## src/hw/cpa_pkg.sv

```systemverilog
// constants shared by the charge phase register bank and its serial port
package cpa_pkg;
  // command codes
  localparam logic [7:0] OFS_VCHARGE = 8'h1B;
  localparam logic [7:0] OFS_CONFIG = 8'h29;
  localparam logic [7:0] OFS_ABS_ADD = 8'h2A;
  localparam logic [7:0] OFS_ABS_LIM = 8'h2B;
  localparam logic [7:0] OFS_EQ_ADD = 8'h2C;
  localparam logic [7:0] OFS_EQ_LIM = 8'h2D;
  localparam logic [7:0] OFS_ABS_TMR = 8'h32;
  localparam logic [7:0] OFS_EQ_TMR = 8'h33;
  localparam logic [7:0] OFS_PHASE = 8'h34;
  localparam logic [7:0] OFS_REG_ST = 8'h35;
  localparam logic [7:0] OFS_ALERT = 8'h36;
  // values after reset
  localparam logic [5:0] RST_VCHARGE = 6'h15;
  localparam logic [5:0] RST_ABS_ADD = 6'h15;
  localparam logic [15:0] RST_ABS_LIM = 16'h1518;
  localparam logic [5:0] RST_EQ_ADD = 6'h2A;
  localparam logic [15:0] RST_EQ_LIM = 16'h0E10;
  localparam logic [1:0] RST_CONFIG = 2'h2;
  // config field positions
  localparam int CFG_EQ_REQ_BIT = 0;
  localparam int CFG_TEMP_COMP_BIT = 1;
  // implemented limit alert bits: 15, 14, 11..0
  localparam logic [15:0] ALERT_MASK = 16'hCFFF;
  // voltage arithmetic, in microvolts per cell
  localparam int STEP_UV = 28571;
  localparam int BASE_UV = 6000000;
  localparam int CELL_MAX_UV = 7800000;
  localparam int ABS_TC_UV = 11000;
  localparam int EQ_TC_UV = 11400;
  localparam int REF_TEMP_C = 25;
  // one second tick
  localparam int CLK_HZ = 25000000;
  localparam int TICK_S = 1;
  localparam int TICK_CYCLES = CLK_HZ * TICK_S;
  localparam logic [15:0] TMR_MAX = 16'hFFFF;
  // serial port
  localparam logic [3:0] BITS_PER_BYTE = 4'h8;
  localparam logic [1:0] IDX_WR_HI = 2'h3;

  typedef enum logic [12:0] {
    PH_DET_FAIL = 13'h1000,
    PH_DETECT   = 13'h0800,
    PH_EQUALIZE = 13'h0400,
    PH_ABSORB   = 13'h0200,
    PH_SUSPEND  = 13'h0100,
    PH_BULK     = 13'h0040,
    PH_MISSING  = 13'h0002,
    PH_SHORT    = 13'h0001
  } cpa_phase_t;

  typedef enum logic [2:0] {
    SP_IDLE = 3'b000,
    SP_RX   = 3'b001,
    SP_ACK  = 3'b010,
    SP_TX   = 3'b011,
    SP_MACK = 3'b100
  } cpa_sp_state_t;
endpackage

```

## src/hw/cpa_reg_if.sv

```systemverilog
// register access carrier between serial port engine and register bank
`timescale 1ns/1ps
interface cpa_reg_if;
  logic [7:0]  cmd;
  logic [15:0] wdata;
  logic        wr_stb;
  logic [15:0] rdata;
  modport port (output cmd, output wdata, output wr_stb, input rdata);
  modport bank (input cmd, input wdata, input wr_stb, output rdata);
endinterface

```

## src/hw/cpa_charge_regs.sv

```systemverilog
// charge phase control, phase timers, status indicators and limit alerts
`timescale 1ns/1ps
// Function
// - absorb target from adders, step, base, N
// - absorb target clamped at N times 7.8V
// - absorb adder six bits, resets to 21
// - zero absorb adder skips absorb phase
// - absorb temp comp minus 11mV per degree
// - absorb limit 16 bits, resets 5400 seconds
// - absorb timer ends absorb when exceeding limit
// - equalize target from adders, step, base, N
// - equalize temp comp minus 11.4mV per degree
// - equalize adder resets 42, clamped 7.8V
// - equalize limit 3600, timer reaching ends equalize
// - one-hot phase indicator, suspended after reset
// - one-hot regulation status only while charging
// - alert sets only when enabled, sticky
// - write zero clears only that alert
// - clearing enable clears latched alert
// - bit 15 flags measurement warm-up done
// - bit 14 flags resistance measurement done
// - threshold alerts on bits 11 down to 4
// - equalize request runs after absorb, self-clears
// - low battery current ends absorb early
// - writing zero request cancels equalize
module cpa_charge_regs #(
  parameter int         TICK_CYCLES = cpa_pkg::TICK_CYCLES,
  parameter logic [6:0] DEV_ADDR    = 7'h2A  // arbitrary value
) (
  input  wire logic        SYS_CLK_IN,
  input  wire logic        RSTN_IN,
  input  wire logic        SCL_IN,
  input  wire logic        SDA_IN,
  output logic             SDA_OUT,
  output logic             SDA_OE_OUT,
  input  wire logic [1:0]  CELL_GROUPS_IN,
  input  wire logic [7:0]  TEMP_C_IN,
  input  wire logic        SUSPEND_IN,
  input  wire logic        BAT_SHORT_IN,
  input  wire logic        BAT_MISSING_IN,
  input  wire logic        DETECT_FAILED_IN,
  input  wire logic        DETECTING_IN,
  input  wire logic        VOLTAGE_REACHED_IN,
  input  wire logic        BATTERY_CURRENT_LOW_IN,
  input  wire logic [5:0]  REG_LOOP_IN,
  input  wire logic [15:0] ALERT_ENABLE_IN,
  input  wire logic [15:0] ALERT_COND_IN,
  output logic [24:0]      TARGET_UV_OUT,
  output logic [12:0]      PHASE_OUT,
  output logic [5:0]       REG_STATUS_OUT,
  output logic [15:0]      ALERT_FLAGS_OUT
);
  localparam int TW = $clog2(TICK_CYCLES);

  cpa_reg_if rif ();

  logic [5:0]          vcharge_r;
  logic [5:0]          abs_add_r;
  logic [15:0]         abs_lim_r;
  logic [5:0]          eq_add_r;
  logic [15:0]         eq_lim_r;
  logic                eq_req_r;
  logic                temp_comp_r;
  logic [15:0]         abs_tmr_r;
  logic [15:0]         eq_tmr_r;
  logic [15:0]         alert_r;
  logic [15:0]         alert_nxt;
  logic [15:0]         alert_clr;
  cpa_pkg::cpa_phase_t phase_r;
  cpa_pkg::cpa_phase_t phase_nxt;
  logic                absorbed_r;
  logic                absorbed_nxt;
  logic                eq_done;
  logic [TW-1:0]       tick_cnt_r;
  logic                tick_r;
  logic                charging;
  logic [22:0]         cell_uv;
  logic [15:0]         rdata;
  logic                sda_low_r;

  // per-cell target, clamped to the hardware ceiling
  function automatic logic [22:0] cell_target(input logic [6:0] code,
                                              input int tc_uv,
                                              input logic [7:0] temp_c);
    int v;
    v = int'(code) * cpa_pkg::STEP_UV + cpa_pkg::BASE_UV;
    v = v - tc_uv * (int'($signed(temp_c)) - cpa_pkg::REF_TEMP_C);
    if (v > cpa_pkg::CELL_MAX_UV) begin
      v = cpa_pkg::CELL_MAX_UV;
    end
    if (v < 0) begin
      v = 0;
    end
    return v[22:0];
  endfunction

  // keeps the reported loop one-hot when several loops are active
  function automatic logic [5:0] highest_bit(input logic [5:0] v);
    logic [5:0] r;
    r = 6'h00;
    for (int i = 0; i < 6; i++) begin
      if (v[i]) begin
        r = 6'h01 << i;
      end
    end
    return r;
  endfunction

  function automatic logic [15:0] sat_inc(input logic [15:0] v);
    return (v == cpa_pkg::TMR_MAX) ? v : v + 16'h0001;
  endfunction

  cpa_i2c_port #(
    .DEV_ADDR (DEV_ADDR)
  ) u_port (
    .clk_in     (SYS_CLK_IN),
    .rstn_in    (RSTN_IN),
    .scl_in     (SCL_IN),
    .sda_in     (SDA_IN),
    .sda_oe_out (SDA_OE_OUT),
    .rif        (rif.port)
  );

  // open drain: the pin is only ever pulled low
  always_ff @(posedge SYS_CLK_IN or negedge RSTN_IN) begin
    if (!RSTN_IN) begin
      sda_low_r <= 1'b0;
    end else begin
      sda_low_r <= 1'b0;
    end
  end
  assign SDA_OUT = sda_low_r;

  // one second tick divider
  always_ff @(posedge SYS_CLK_IN or negedge RSTN_IN) begin
    if (!RSTN_IN) begin
      tick_cnt_r <= '0;
      tick_r <= 1'b0;
    end else if (tick_cnt_r == TW'(TICK_CYCLES - 1)) begin
      tick_cnt_r <= '0;
      tick_r <= 1'b1;
    end else begin
      tick_cnt_r <= tick_cnt_r + TW'(1);
      tick_r <= 1'b0;
    end
  end

  always_ff @(posedge SYS_CLK_IN or negedge RSTN_IN) begin
    if (!RSTN_IN) begin
      vcharge_r <= cpa_pkg::RST_VCHARGE;
      abs_add_r <= cpa_pkg::RST_ABS_ADD;
      abs_lim_r <= cpa_pkg::RST_ABS_LIM;
      eq_add_r <= cpa_pkg::RST_EQ_ADD;
      eq_lim_r <= cpa_pkg::RST_EQ_LIM;
      temp_comp_r <= cpa_pkg::RST_CONFIG[cpa_pkg::CFG_TEMP_COMP_BIT];
    end else if (rif.wr_stb) begin
      unique case (rif.cmd)
        cpa_pkg::OFS_VCHARGE: vcharge_r <= rif.wdata[5:0];
        cpa_pkg::OFS_ABS_ADD: abs_add_r <= rif.wdata[5:0];
        cpa_pkg::OFS_ABS_LIM: abs_lim_r <= rif.wdata;
        cpa_pkg::OFS_EQ_ADD:  eq_add_r <= rif.wdata[5:0];
        cpa_pkg::OFS_EQ_LIM:  eq_lim_r <= rif.wdata;
        cpa_pkg::OFS_CONFIG:  temp_comp_r <= rif.wdata[cpa_pkg::CFG_TEMP_COMP_BIT];
        default: ;
      endcase
    end
  end

  // equalize request; a host write of one beats the self clear
  always_ff @(posedge SYS_CLK_IN or negedge RSTN_IN) begin
    if (!RSTN_IN) begin
      eq_req_r <= cpa_pkg::RST_CONFIG[cpa_pkg::CFG_EQ_REQ_BIT];
    end else if (rif.wr_stb && rif.cmd == cpa_pkg::OFS_CONFIG) begin
      eq_req_r <= rif.wdata[cpa_pkg::CFG_EQ_REQ_BIT];
    end else if (eq_done || SUSPEND_IN) begin
      eq_req_r <= 1'b0;
    end
  end

  assign charging = (phase_r == cpa_pkg::PH_BULK) || (phase_r == cpa_pkg::PH_ABSORB) ||
                    (phase_r == cpa_pkg::PH_EQUALIZE);

  // phase sequencing; faults and suspension override the charge cycle
  always_comb begin
    phase_nxt = phase_r;
    absorbed_nxt = absorbed_r;
    eq_done = 1'b0;
    if (SUSPEND_IN) begin
      phase_nxt = cpa_pkg::PH_SUSPEND;
      absorbed_nxt = 1'b0;
    end else if (BAT_SHORT_IN) begin
      phase_nxt = cpa_pkg::PH_SHORT;
      absorbed_nxt = 1'b0;
    end else if (BAT_MISSING_IN) begin
      phase_nxt = cpa_pkg::PH_MISSING;
      absorbed_nxt = 1'b0;
    end else if (DETECT_FAILED_IN) begin
      phase_nxt = cpa_pkg::PH_DET_FAIL;
      absorbed_nxt = 1'b0;
    end else if (DETECTING_IN) begin
      phase_nxt = cpa_pkg::PH_DETECT;
      absorbed_nxt = 1'b0;
    end else begin
      unique case (phase_r)
        cpa_pkg::PH_ABSORB: begin
          // absorb ends on time or low current
          if (abs_tmr_r > abs_lim_r || BATTERY_CURRENT_LOW_IN) begin
            absorbed_nxt = 1'b1;
            phase_nxt = eq_req_r ? cpa_pkg::PH_EQUALIZE : cpa_pkg::PH_BULK;
          end
        end
        cpa_pkg::PH_EQUALIZE: begin
          if (!eq_req_r) begin
            phase_nxt = cpa_pkg::PH_BULK;
          // equalize ends when timer reaches limit
          end else if (eq_tmr_r >= eq_lim_r) begin
            phase_nxt = cpa_pkg::PH_BULK;
            eq_done = 1'b1;
          end
        end
        cpa_pkg::PH_BULK: begin
          if (VOLTAGE_REACHED_IN && !absorbed_r) begin
            if (abs_add_r != 6'h00) begin
              phase_nxt = cpa_pkg::PH_ABSORB;
            end else begin
              absorbed_nxt = 1'b1;
              phase_nxt = eq_req_r ? cpa_pkg::PH_EQUALIZE : cpa_pkg::PH_BULK;
            end
          end
        end
        cpa_pkg::PH_SUSPEND, cpa_pkg::PH_SHORT, cpa_pkg::PH_MISSING,
        cpa_pkg::PH_DET_FAIL, cpa_pkg::PH_DETECT: begin
          phase_nxt = cpa_pkg::PH_BULK;
          absorbed_nxt = 1'b0;
        end
        default: phase_nxt = cpa_pkg::PH_SUSPEND;
      endcase
    end
  end

  always_ff @(posedge SYS_CLK_IN or negedge RSTN_IN) begin
    if (!RSTN_IN) begin
      phase_r <= cpa_pkg::PH_SUSPEND;
      absorbed_r <= 1'b0;
    end else begin
      phase_r <= phase_nxt;
      absorbed_r <= absorbed_nxt;
    end
  end

  // timers zero on entry, count ticks, saturate
  always_ff @(posedge SYS_CLK_IN or negedge RSTN_IN) begin
    if (!RSTN_IN) begin
      abs_tmr_r <= 16'h0000;
      eq_tmr_r <= 16'h0000;
    end else begin
      if (phase_r != cpa_pkg::PH_ABSORB && phase_nxt == cpa_pkg::PH_ABSORB) begin
        abs_tmr_r <= 16'h0000;
      end else if (phase_r == cpa_pkg::PH_ABSORB && tick_r) begin
        abs_tmr_r <= sat_inc(abs_tmr_r);
      end
      if (phase_r != cpa_pkg::PH_EQUALIZE && phase_nxt == cpa_pkg::PH_EQUALIZE) begin
        eq_tmr_r <= 16'h0000;
      end else if (phase_r == cpa_pkg::PH_EQUALIZE && tick_r) begin
        eq_tmr_r <= sat_inc(eq_tmr_r);
      end
    end
  end

  // bulk charging runs at the plain charge setting
  always_comb begin
    unique case (phase_r)
      cpa_pkg::PH_ABSORB:
        cell_uv = cell_target({1'b0, vcharge_r} + {1'b0, abs_add_r},
                              temp_comp_r ? cpa_pkg::ABS_TC_UV : 0, TEMP_C_IN);
      cpa_pkg::PH_EQUALIZE:
        cell_uv = cell_target({1'b0, vcharge_r} + {1'b0, eq_add_r},
                              temp_comp_r ? cpa_pkg::EQ_TC_UV : 0, TEMP_C_IN);
      cpa_pkg::PH_BULK:
        cell_uv = cell_target({1'b0, vcharge_r}, 0, TEMP_C_IN);
      default: cell_uv = 23'h000000;
    endcase
  end

  always_ff @(posedge SYS_CLK_IN or negedge RSTN_IN) begin
    if (!RSTN_IN) begin
      TARGET_UV_OUT <= 25'h0000000;
    end else begin
      TARGET_UV_OUT <= 25'({2'b00, CELL_GROUPS_IN} + 4'h1) * {2'b00, cell_uv};
    end
  end

  always_ff @(posedge SYS_CLK_IN or negedge RSTN_IN) begin
    if (!RSTN_IN) begin
      REG_STATUS_OUT <= 6'h00;
    end else begin
      REG_STATUS_OUT <= charging ? highest_bit(REG_LOOP_IN) : 6'h00;
    end
  end

  // only bits written as zero are cleared
  assign alert_clr = (rif.wr_stb && rif.cmd == cpa_pkg::OFS_ALERT) ? ~rif.wdata : 16'h0000;

  assign alert_nxt = ((alert_r & ~alert_clr) | ALERT_COND_IN) & ALERT_ENABLE_IN & cpa_pkg::ALERT_MASK;

  always_ff @(posedge SYS_CLK_IN or negedge RSTN_IN) begin
    if (!RSTN_IN) begin
      alert_r <= 16'h0000;
    end else begin
      alert_r <= alert_nxt;
    end
  end

  assign ALERT_FLAGS_OUT = alert_r;
  assign PHASE_OUT = phase_r;

  // unmapped codes read as zero
  always_comb begin
    unique case (rif.cmd)
      cpa_pkg::OFS_VCHARGE: rdata = {10'h000, vcharge_r};
      cpa_pkg::OFS_CONFIG:  rdata = {14'h0000, temp_comp_r, eq_req_r};
      cpa_pkg::OFS_ABS_ADD: rdata = {10'h000, abs_add_r};
      cpa_pkg::OFS_ABS_LIM: rdata = abs_lim_r;
      cpa_pkg::OFS_EQ_ADD:  rdata = {10'h000, eq_add_r};
      cpa_pkg::OFS_EQ_LIM:  rdata = eq_lim_r;
      cpa_pkg::OFS_ABS_TMR: rdata = abs_tmr_r;
      cpa_pkg::OFS_EQ_TMR:  rdata = eq_tmr_r;
      cpa_pkg::OFS_PHASE:   rdata = {3'h0, phase_r};
      cpa_pkg::OFS_REG_ST:  rdata = {10'h000, REG_STATUS_OUT};
      cpa_pkg::OFS_ALERT:   rdata = alert_r;
      default:              rdata = 16'h0000;
    endcase
  end
  assign rif.rdata = rdata;
endmodule

```

## src/hw/cpa_i2c_port.sv

```systemverilog
// two-wire serial slave: command code then 16-bit word, low byte first
`timescale 1ns/1ps
module cpa_i2c_port #(
  parameter logic [6:0] DEV_ADDR = 7'h2A  // arbitrary value
) (
  input  wire logic  clk_in,
  input  wire logic  rstn_in,
  input  wire logic  scl_in,
  input  wire logic  sda_in,
  output logic       sda_oe_out,
  cpa_reg_if.port    rif
);
  logic scl_r, scl_p, sda_r, sda_p;
  logic start, stop, rise, fall;
  cpa_pkg::cpa_sp_state_t st_r;
  logic [3:0] bcnt_r;
  logic [1:0] idx_r;
  logic [7:0] sh_r, lo_r, tx_r, hold_r;
  logic       rw_r, acked_r;

  always_ff @(posedge clk_in or negedge rstn_in) begin
    if (!rstn_in) begin
      scl_r <= 1'b1;
      scl_p <= 1'b1;
      sda_r <= 1'b1;
      sda_p <= 1'b1;
    end else begin
      scl_r <= scl_in;
      scl_p <= scl_r;
      sda_r <= sda_in;
      sda_p <= sda_r;
    end
  end

  assign start = scl_r & scl_p & sda_p & ~sda_r;
  assign stop  = scl_r & scl_p & ~sda_p & sda_r;
  assign rise  = scl_r & ~scl_p;
  assign fall  = ~scl_r & scl_p;

  always_ff @(posedge clk_in or negedge rstn_in) begin
    if (!rstn_in) begin
      st_r <= cpa_pkg::SP_IDLE;
      bcnt_r <= 4'h0;
      idx_r <= 2'h0;
      sh_r <= 8'h00;
      lo_r <= 8'h00;
      tx_r <= 8'h00;
      hold_r <= 8'h00;
      rw_r <= 1'b0;
      acked_r <= 1'b0;
      sda_oe_out <= 1'b0;
      rif.cmd <= 8'h00;
      rif.wdata <= 16'h0000;
      rif.wr_stb <= 1'b0;
    end else begin
      rif.wr_stb <= 1'b0;
      if (start) begin
        st_r <= cpa_pkg::SP_RX;
        bcnt_r <= 4'h0;
        idx_r <= 2'h0;
        sda_oe_out <= 1'b0;
      end else if (stop) begin
        st_r <= cpa_pkg::SP_IDLE;
        sda_oe_out <= 1'b0;
      end else begin
        unique case (st_r)
          cpa_pkg::SP_IDLE: ;
          cpa_pkg::SP_RX: begin
            if (rise) begin
              sh_r <= {sh_r[6:0], sda_r};
              bcnt_r <= bcnt_r + 4'h1;
            end else if (fall && bcnt_r == cpa_pkg::BITS_PER_BYTE) begin
              sda_oe_out <= 1'b1;
              st_r <= cpa_pkg::SP_ACK;
              if (idx_r != cpa_pkg::IDX_WR_HI) begin
                idx_r <= idx_r + 2'h1;
              end
              unique case (idx_r)
                2'h0: begin
                  rw_r <= sh_r[0];
                  // not our address: stay off the line until next start
                  if (sh_r[7:1] != DEV_ADDR) begin
                    sda_oe_out <= 1'b0;
                    st_r <= cpa_pkg::SP_IDLE;
                  end
                end
                2'h1: rif.cmd <= sh_r;
                2'h2: lo_r <= sh_r;
                2'h3: begin
                  rif.wdata <= {sh_r, lo_r};
                  rif.wr_stb <= 1'b1;
                end
              endcase
            end
          end
          cpa_pkg::SP_ACK: begin
            if (fall) begin
              bcnt_r <= 4'h0;
              if (rw_r) begin
                tx_r <= rif.rdata[7:0];
                hold_r <= rif.rdata[15:8];
                sda_oe_out <= ~rif.rdata[7];
                st_r <= cpa_pkg::SP_TX;
              end else begin
                sda_oe_out <= 1'b0;
                st_r <= cpa_pkg::SP_RX;
              end
            end
          end
          cpa_pkg::SP_TX: begin
            if (fall) begin
              bcnt_r <= bcnt_r + 4'h1;
              tx_r <= {tx_r[6:0], 1'b0};
              if (bcnt_r == cpa_pkg::BITS_PER_BYTE - 4'h1) begin
                sda_oe_out <= 1'b0;
                acked_r <= 1'b0;
                st_r <= cpa_pkg::SP_MACK;
              end else begin
                sda_oe_out <= ~tx_r[6];
              end
            end
          end
          cpa_pkg::SP_MACK: begin
            if (rise) begin
              acked_r <= ~sda_r;
              if (sda_r) begin
                st_r <= cpa_pkg::SP_IDLE;
              end
            end else if (fall && acked_r) begin
              // bytes past the high byte read as zero
              tx_r <= hold_r;
              hold_r <= 8'h00;
              sda_oe_out <= ~hold_r[7];
              bcnt_r <= 4'h0;
              st_r <= cpa_pkg::SP_TX;
            end
          end
          default: st_r <= cpa_pkg::SP_IDLE;
        endcase
      end
    end
  end
endmodule

```

## config.mk

```make
export PLATFORM = sky130hd
export DESIGN_NAME = cpa_charge_regs
export DESIGN_NICKNAME = d
export VERILOG_FILES = /design/src/hw/cpa_pkg.sv /design/src/hw/cpa_reg_if.sv /design/src/hw/cpa_charge_regs.sv /design/src/hw/cpa_i2c_port.sv
export SDC_FILE = /design/constraint.sdc
export NUM_CORES = 1
export LEC_CHECK = 0
export ABC_AREA = 1
export BUFFER_PORTS_ARGS = -buffer_cell sky130_fd_sc_hd__buf_2
export CAP_MARGIN = 0
export CORE_MARGIN = 2
export CORE_UTILIZATION = 35
export CTS_BUF_LIST = sky130_fd_sc_hd__clkbuf_4 sky130_fd_sc_hd__clkbuf_8
export DETAILED_ROUTE_END_ITERATION = 8
export GPL_TIMING_DRIVEN = 0
export MAX_ROUTING_LAYER = met4
export PLACE_DENSITY = 0.52
export SLEW_MARGIN = 5
export SYNTH_ARGS = -nofsm -noshare
export SYNTH_HDL_FRONTEND = slang
export SYNTH_HIERARCHICAL = 1
export SYNTH_SLANG_ARGS = --single-unit
```

## constraint.sdc

```tcl
create_clock -name SYS_CLK_IN -period 14.24 [get_ports SYS_CLK_IN]
set_clock_uncertainty 0.05 [all_clocks]
set_input_delay 0.712 -clock SYS_CLK_IN [delete_from_list [all_inputs] [get_ports SYS_CLK_IN]]
set_output_delay 0.712 -clock SYS_CLK_IN [all_outputs]
set_load 0.1 [all_outputs]
```

==> flow_summary.yaml <==
synth:
  synth-compound-area-share_pct: 10.6
  synthArstFlopShare_pct: 100
  ys_seq_area_share_pct: 20.2
  synth_simple_gate_area_share_pct: 23.8
  synthAdderAreaFrac_pct: 30.0
  synth_xor_area_share_pct: 4.03
  synthMuxAreaShare_pct: 0
  synth_cells: 3988
  syn_area_um2: 30000
  avgSynthCellArea_um2: 7.53
  synth_seq_cells: 241
  ys.flop_type: "dfrtp_1"
  yosysWarnings: 6
  synth-edff-count: 0
  synth_cell_types: 65
  synth_top_family_by_area: "adder cells"
floorplanning:
  coreArea_um2: 85100
  dieArea_um2: 88100
  fp.dieH_um: 297
  ios: 121
  die-width_um: 297
  placementRows: 107
  start_util_pct: 35.3
critical_path:
  cpPeakStageDelay_ps: 670
  reg2reg_slack_ps: 1550
  worstPathArrival_ps: 13120
  rr_worst_depth: 56
  cp_max_fo: 9
  endpoint_kind: "register"
  critical_path_required_ps: 14670
  crit_type: "reg -> reg"
  timing.critical_path.mode_cell: "inv_1"
  cp_slowest_cell: "dfstp_2"
  r2r_end: "TARGET_UV_OUT[22]"
  critPathLaunchType: "register"
  worstReg2RegStart: "vcharge_r[2]"
timing:
  tightest_slew_ps: 1360
  holdWs_ps: 177
  fin_crit_ps: 12690
  layout_setup_ws_ps: 1550
  hold_viol: 0
  maxClockFrequency_mhz: 78.8
  slew_viol_final: 0
  final.setup.tns_ps: 0
  rsz0062_at_grt: "no"
  final-setup-viol-count: 0
  post-route-period-util_pct: 89.1
  slew_headroom_pct: 9.48
cts:
  path_clk_slew_ps: 60
  clkLatencyLatePin_ps: 590
  root_buffer: "clkbuf_8"
  h-tree-depth: 2
  cts_sinks: 241
  cts.path.max_buffers: 3
  postCtsSetupBuffers: 0
  cts_made_buffers: 42
  cts_tree: "done"
  ctsResizeCount: 0
power:
  comb_power_share_pct: 24.1
  p_clk_share_pct: 37.8
  seqPwrFrac_pct: 38.1
  swShare_pct: 34.2
  leakage_uw: 0.0180
  p_int_uw: 1230
  ir_worst_vdd_mv: 0.0744
  switchingPower_uw: 639
  power_density_nw_per_um2: 56.5
  finalPower_uw: 1870
layout:
  fin_nets: 4828
  area_delta_synth_final_pct: 10.2
  n_antenna_cell: 0
  instances_no_fill: 5337
  drive_gt1_share_pct: 9.37
global_route:
  grt_pass1_wl_um: 140000
  antenna_found_initial: 0
  grt_pass1_vias: 26100
  grt-ovfl-total: 0
  gr-usage-all-layers_pct: 20.2
  grt_max_degree: 104
min_path:
  hold_end: "u_port/sda_r"
  holdCritStartpoint: "SDA_IN"
  hold_depth: 1
  min_path_type: "in -> reg"
placement:
  portBuffers: 113
  dp_cells: 5259
  place_hpwl_um: 73300
  dp_slack_ps: 1500
  place.gp.congestion: 0.919
outcome:
  outcome: "finished, final reports clean"
drt:
  ant_nets: 0
  firstDrtPassIters: 6
  dr.first_iter.drc_count: 1300
  wl_per_cell_um: 16.1
  vias_per_cell: 4.83
  vias: 25800
  drc_errors: 0
  wirelength_um: 85900
flow_run:
  cap_violations: 0
## logic make-up after synthesis
| group | count (synthesis) |
|---|---|
| compound gates | 537 |
| xor+xnor | 138 |
| fa+ha+maj | 609 |
| buf+inv | 885 |
| flops | 241 |
| other cells | 2 |
| simple gates | 1576 |
## repair_timing
item	CTS	global route
hold buffers	1	0
hold endpoints to repair	40	0
endpoints found under the setup margin	0	0
## layout make-up
cell class              instances  area, um^2
plain buffers                  48         268
clock buffers                  67         835
clock inverters                10        98.8
fillers                      9150       52100
inverters                     837        3140
multi-input cells            2873       20600
flip-flops and latches        241        6060
well taps                    1144        1430
repair buffers                117         656
## Yosys cell counts, types with 13 or more instances
cell type	n	area share (%)
nand2_2	19	0.40
dfrtp_1	217	18
inv_1	817	10
ha_1	425	18
nand2_1	851	11
o211ai_1	13	0.33
or2_2	17	0.35
nor2_1	218	2.7
nand3_1	239	4.0
clkbuf_1	25	0.31
nor3_1	51	0.85
nor4_1	16	0.33
nor2_2	24	0.50
a221oi_1	20	0.58
nand3b_1	15	0.38
o21a_1	32	0.80
o21ai_0	144	2.4
dfstp_2	24	2.1
a31oi_1	16	0.33
nand3_2	21	0.70
xor2_1	90	2.6
o221ai_1	14	0.41
fa_1	184	12
a21oi_1	165	2.8
xnor2_1	48	1.4
o21ai_1	53	0.88
inv_2	19	0.24
nand4_1	63	1.3
o21bai_1	14	0.35
## through the flow
| stage | util (%) | area (um^2) |
|---|---|---|
| 6_report | 38.9 | 33100 |
| 5_1_grt | 38.9 | 33100 |
| 4_1_cts | 38.9 | 33100 |
| 3_5_place_dp | 37.8 | 32200 |
| 3_3_place_gp | 37.7 | 32100 |
| 2_1_floorplan | - | 30100 |
## critical path, delay by kind of cell, from the launching register on
kind | cells | cell delay [ps]
AO/OA/AOI/OAI | 12 | 2100
XOR/XNOR | 3 | 930
adder cells (fa/ha/maj) | 14 | 5410
buffers and inverters | 10 | 1240
flip-flops | 1 | 670
AND/OR/NAND/NOR | 17 | 2170
## worst max path at each step
stage,endpoint,slack [ps],startpoint,cells after the start
6_report,TARGET_UV_OUT[22],1550,vcharge_r[2],56
5_1_grt,TARGET_UV_OUT[22],470,vcharge_r[2],57
4_1_cts,TARGET_UV_OUT[22],1420,vcharge_r[2],57
3_5_place_dp,TARGET_UV_OUT[22],1500,vcharge_r[2],53
3_3_place_gp,TARGET_UV_OUT[22],1450,vcharge_r[0],53
2_1_floorplan,TARGET_UV_OUT[22],3430,vcharge_r[2],57
## metal layers
layer | global-route usage [%] | share of wire (%) | wire length (um)
met1 | 26.4 | 47 | 40200
met4 | 5.10 | 2.7 | 2320
met3 | 2.55 | 4.4 | 3810
met5 | - | 0 | 0
met2 | 33.1 | 46 | 39600
## sequential cells by signal (all words and copies together), names as in the netlist, 7 cells and up
register and count:
abs_lim_r 16, TARGET_UV_OUT 25, ALERT_FLAGS_OUT 14, eq_lim_r 16
u_port/tx_r 7, u_port/rif.wdata 16, tick_cnt_r 25, u_port/sh_r 8
u_port/hold_r 8, abs_tmr_r 16, u_port/rif.cmd 8, eq_tmr_r 16
u_port/lo_r 8, PHASE_OUT 13
## cell usage in the layout, fill, tap and decap left out, drive strengths merged, types with 139 or more instances in the layout
cell type,count
dfrtp,217
o21ai,209
nand3,261
buf,139
fa,184
nor2,251
inv,838
a21oi,167
ha,425
nand2,880
## power groups by stage
| stage | sequential, uW | combinational [uW] | clock [uW] |
|---|---|---|---|
| 5_1_grt | 715 | 512 | 758 |
| 3_5_place_dp | 725 | 453 | 0 |
| 2_1_floorplan | 749 | 293 | 0 |
| 6_report | 713 | 451 | 707 |
| 3_3_place_gp | 725 | 451 | 0 |
| 4_1_cts | 713 | 456 | 727 |
Power figures use the tool's default switching activity.
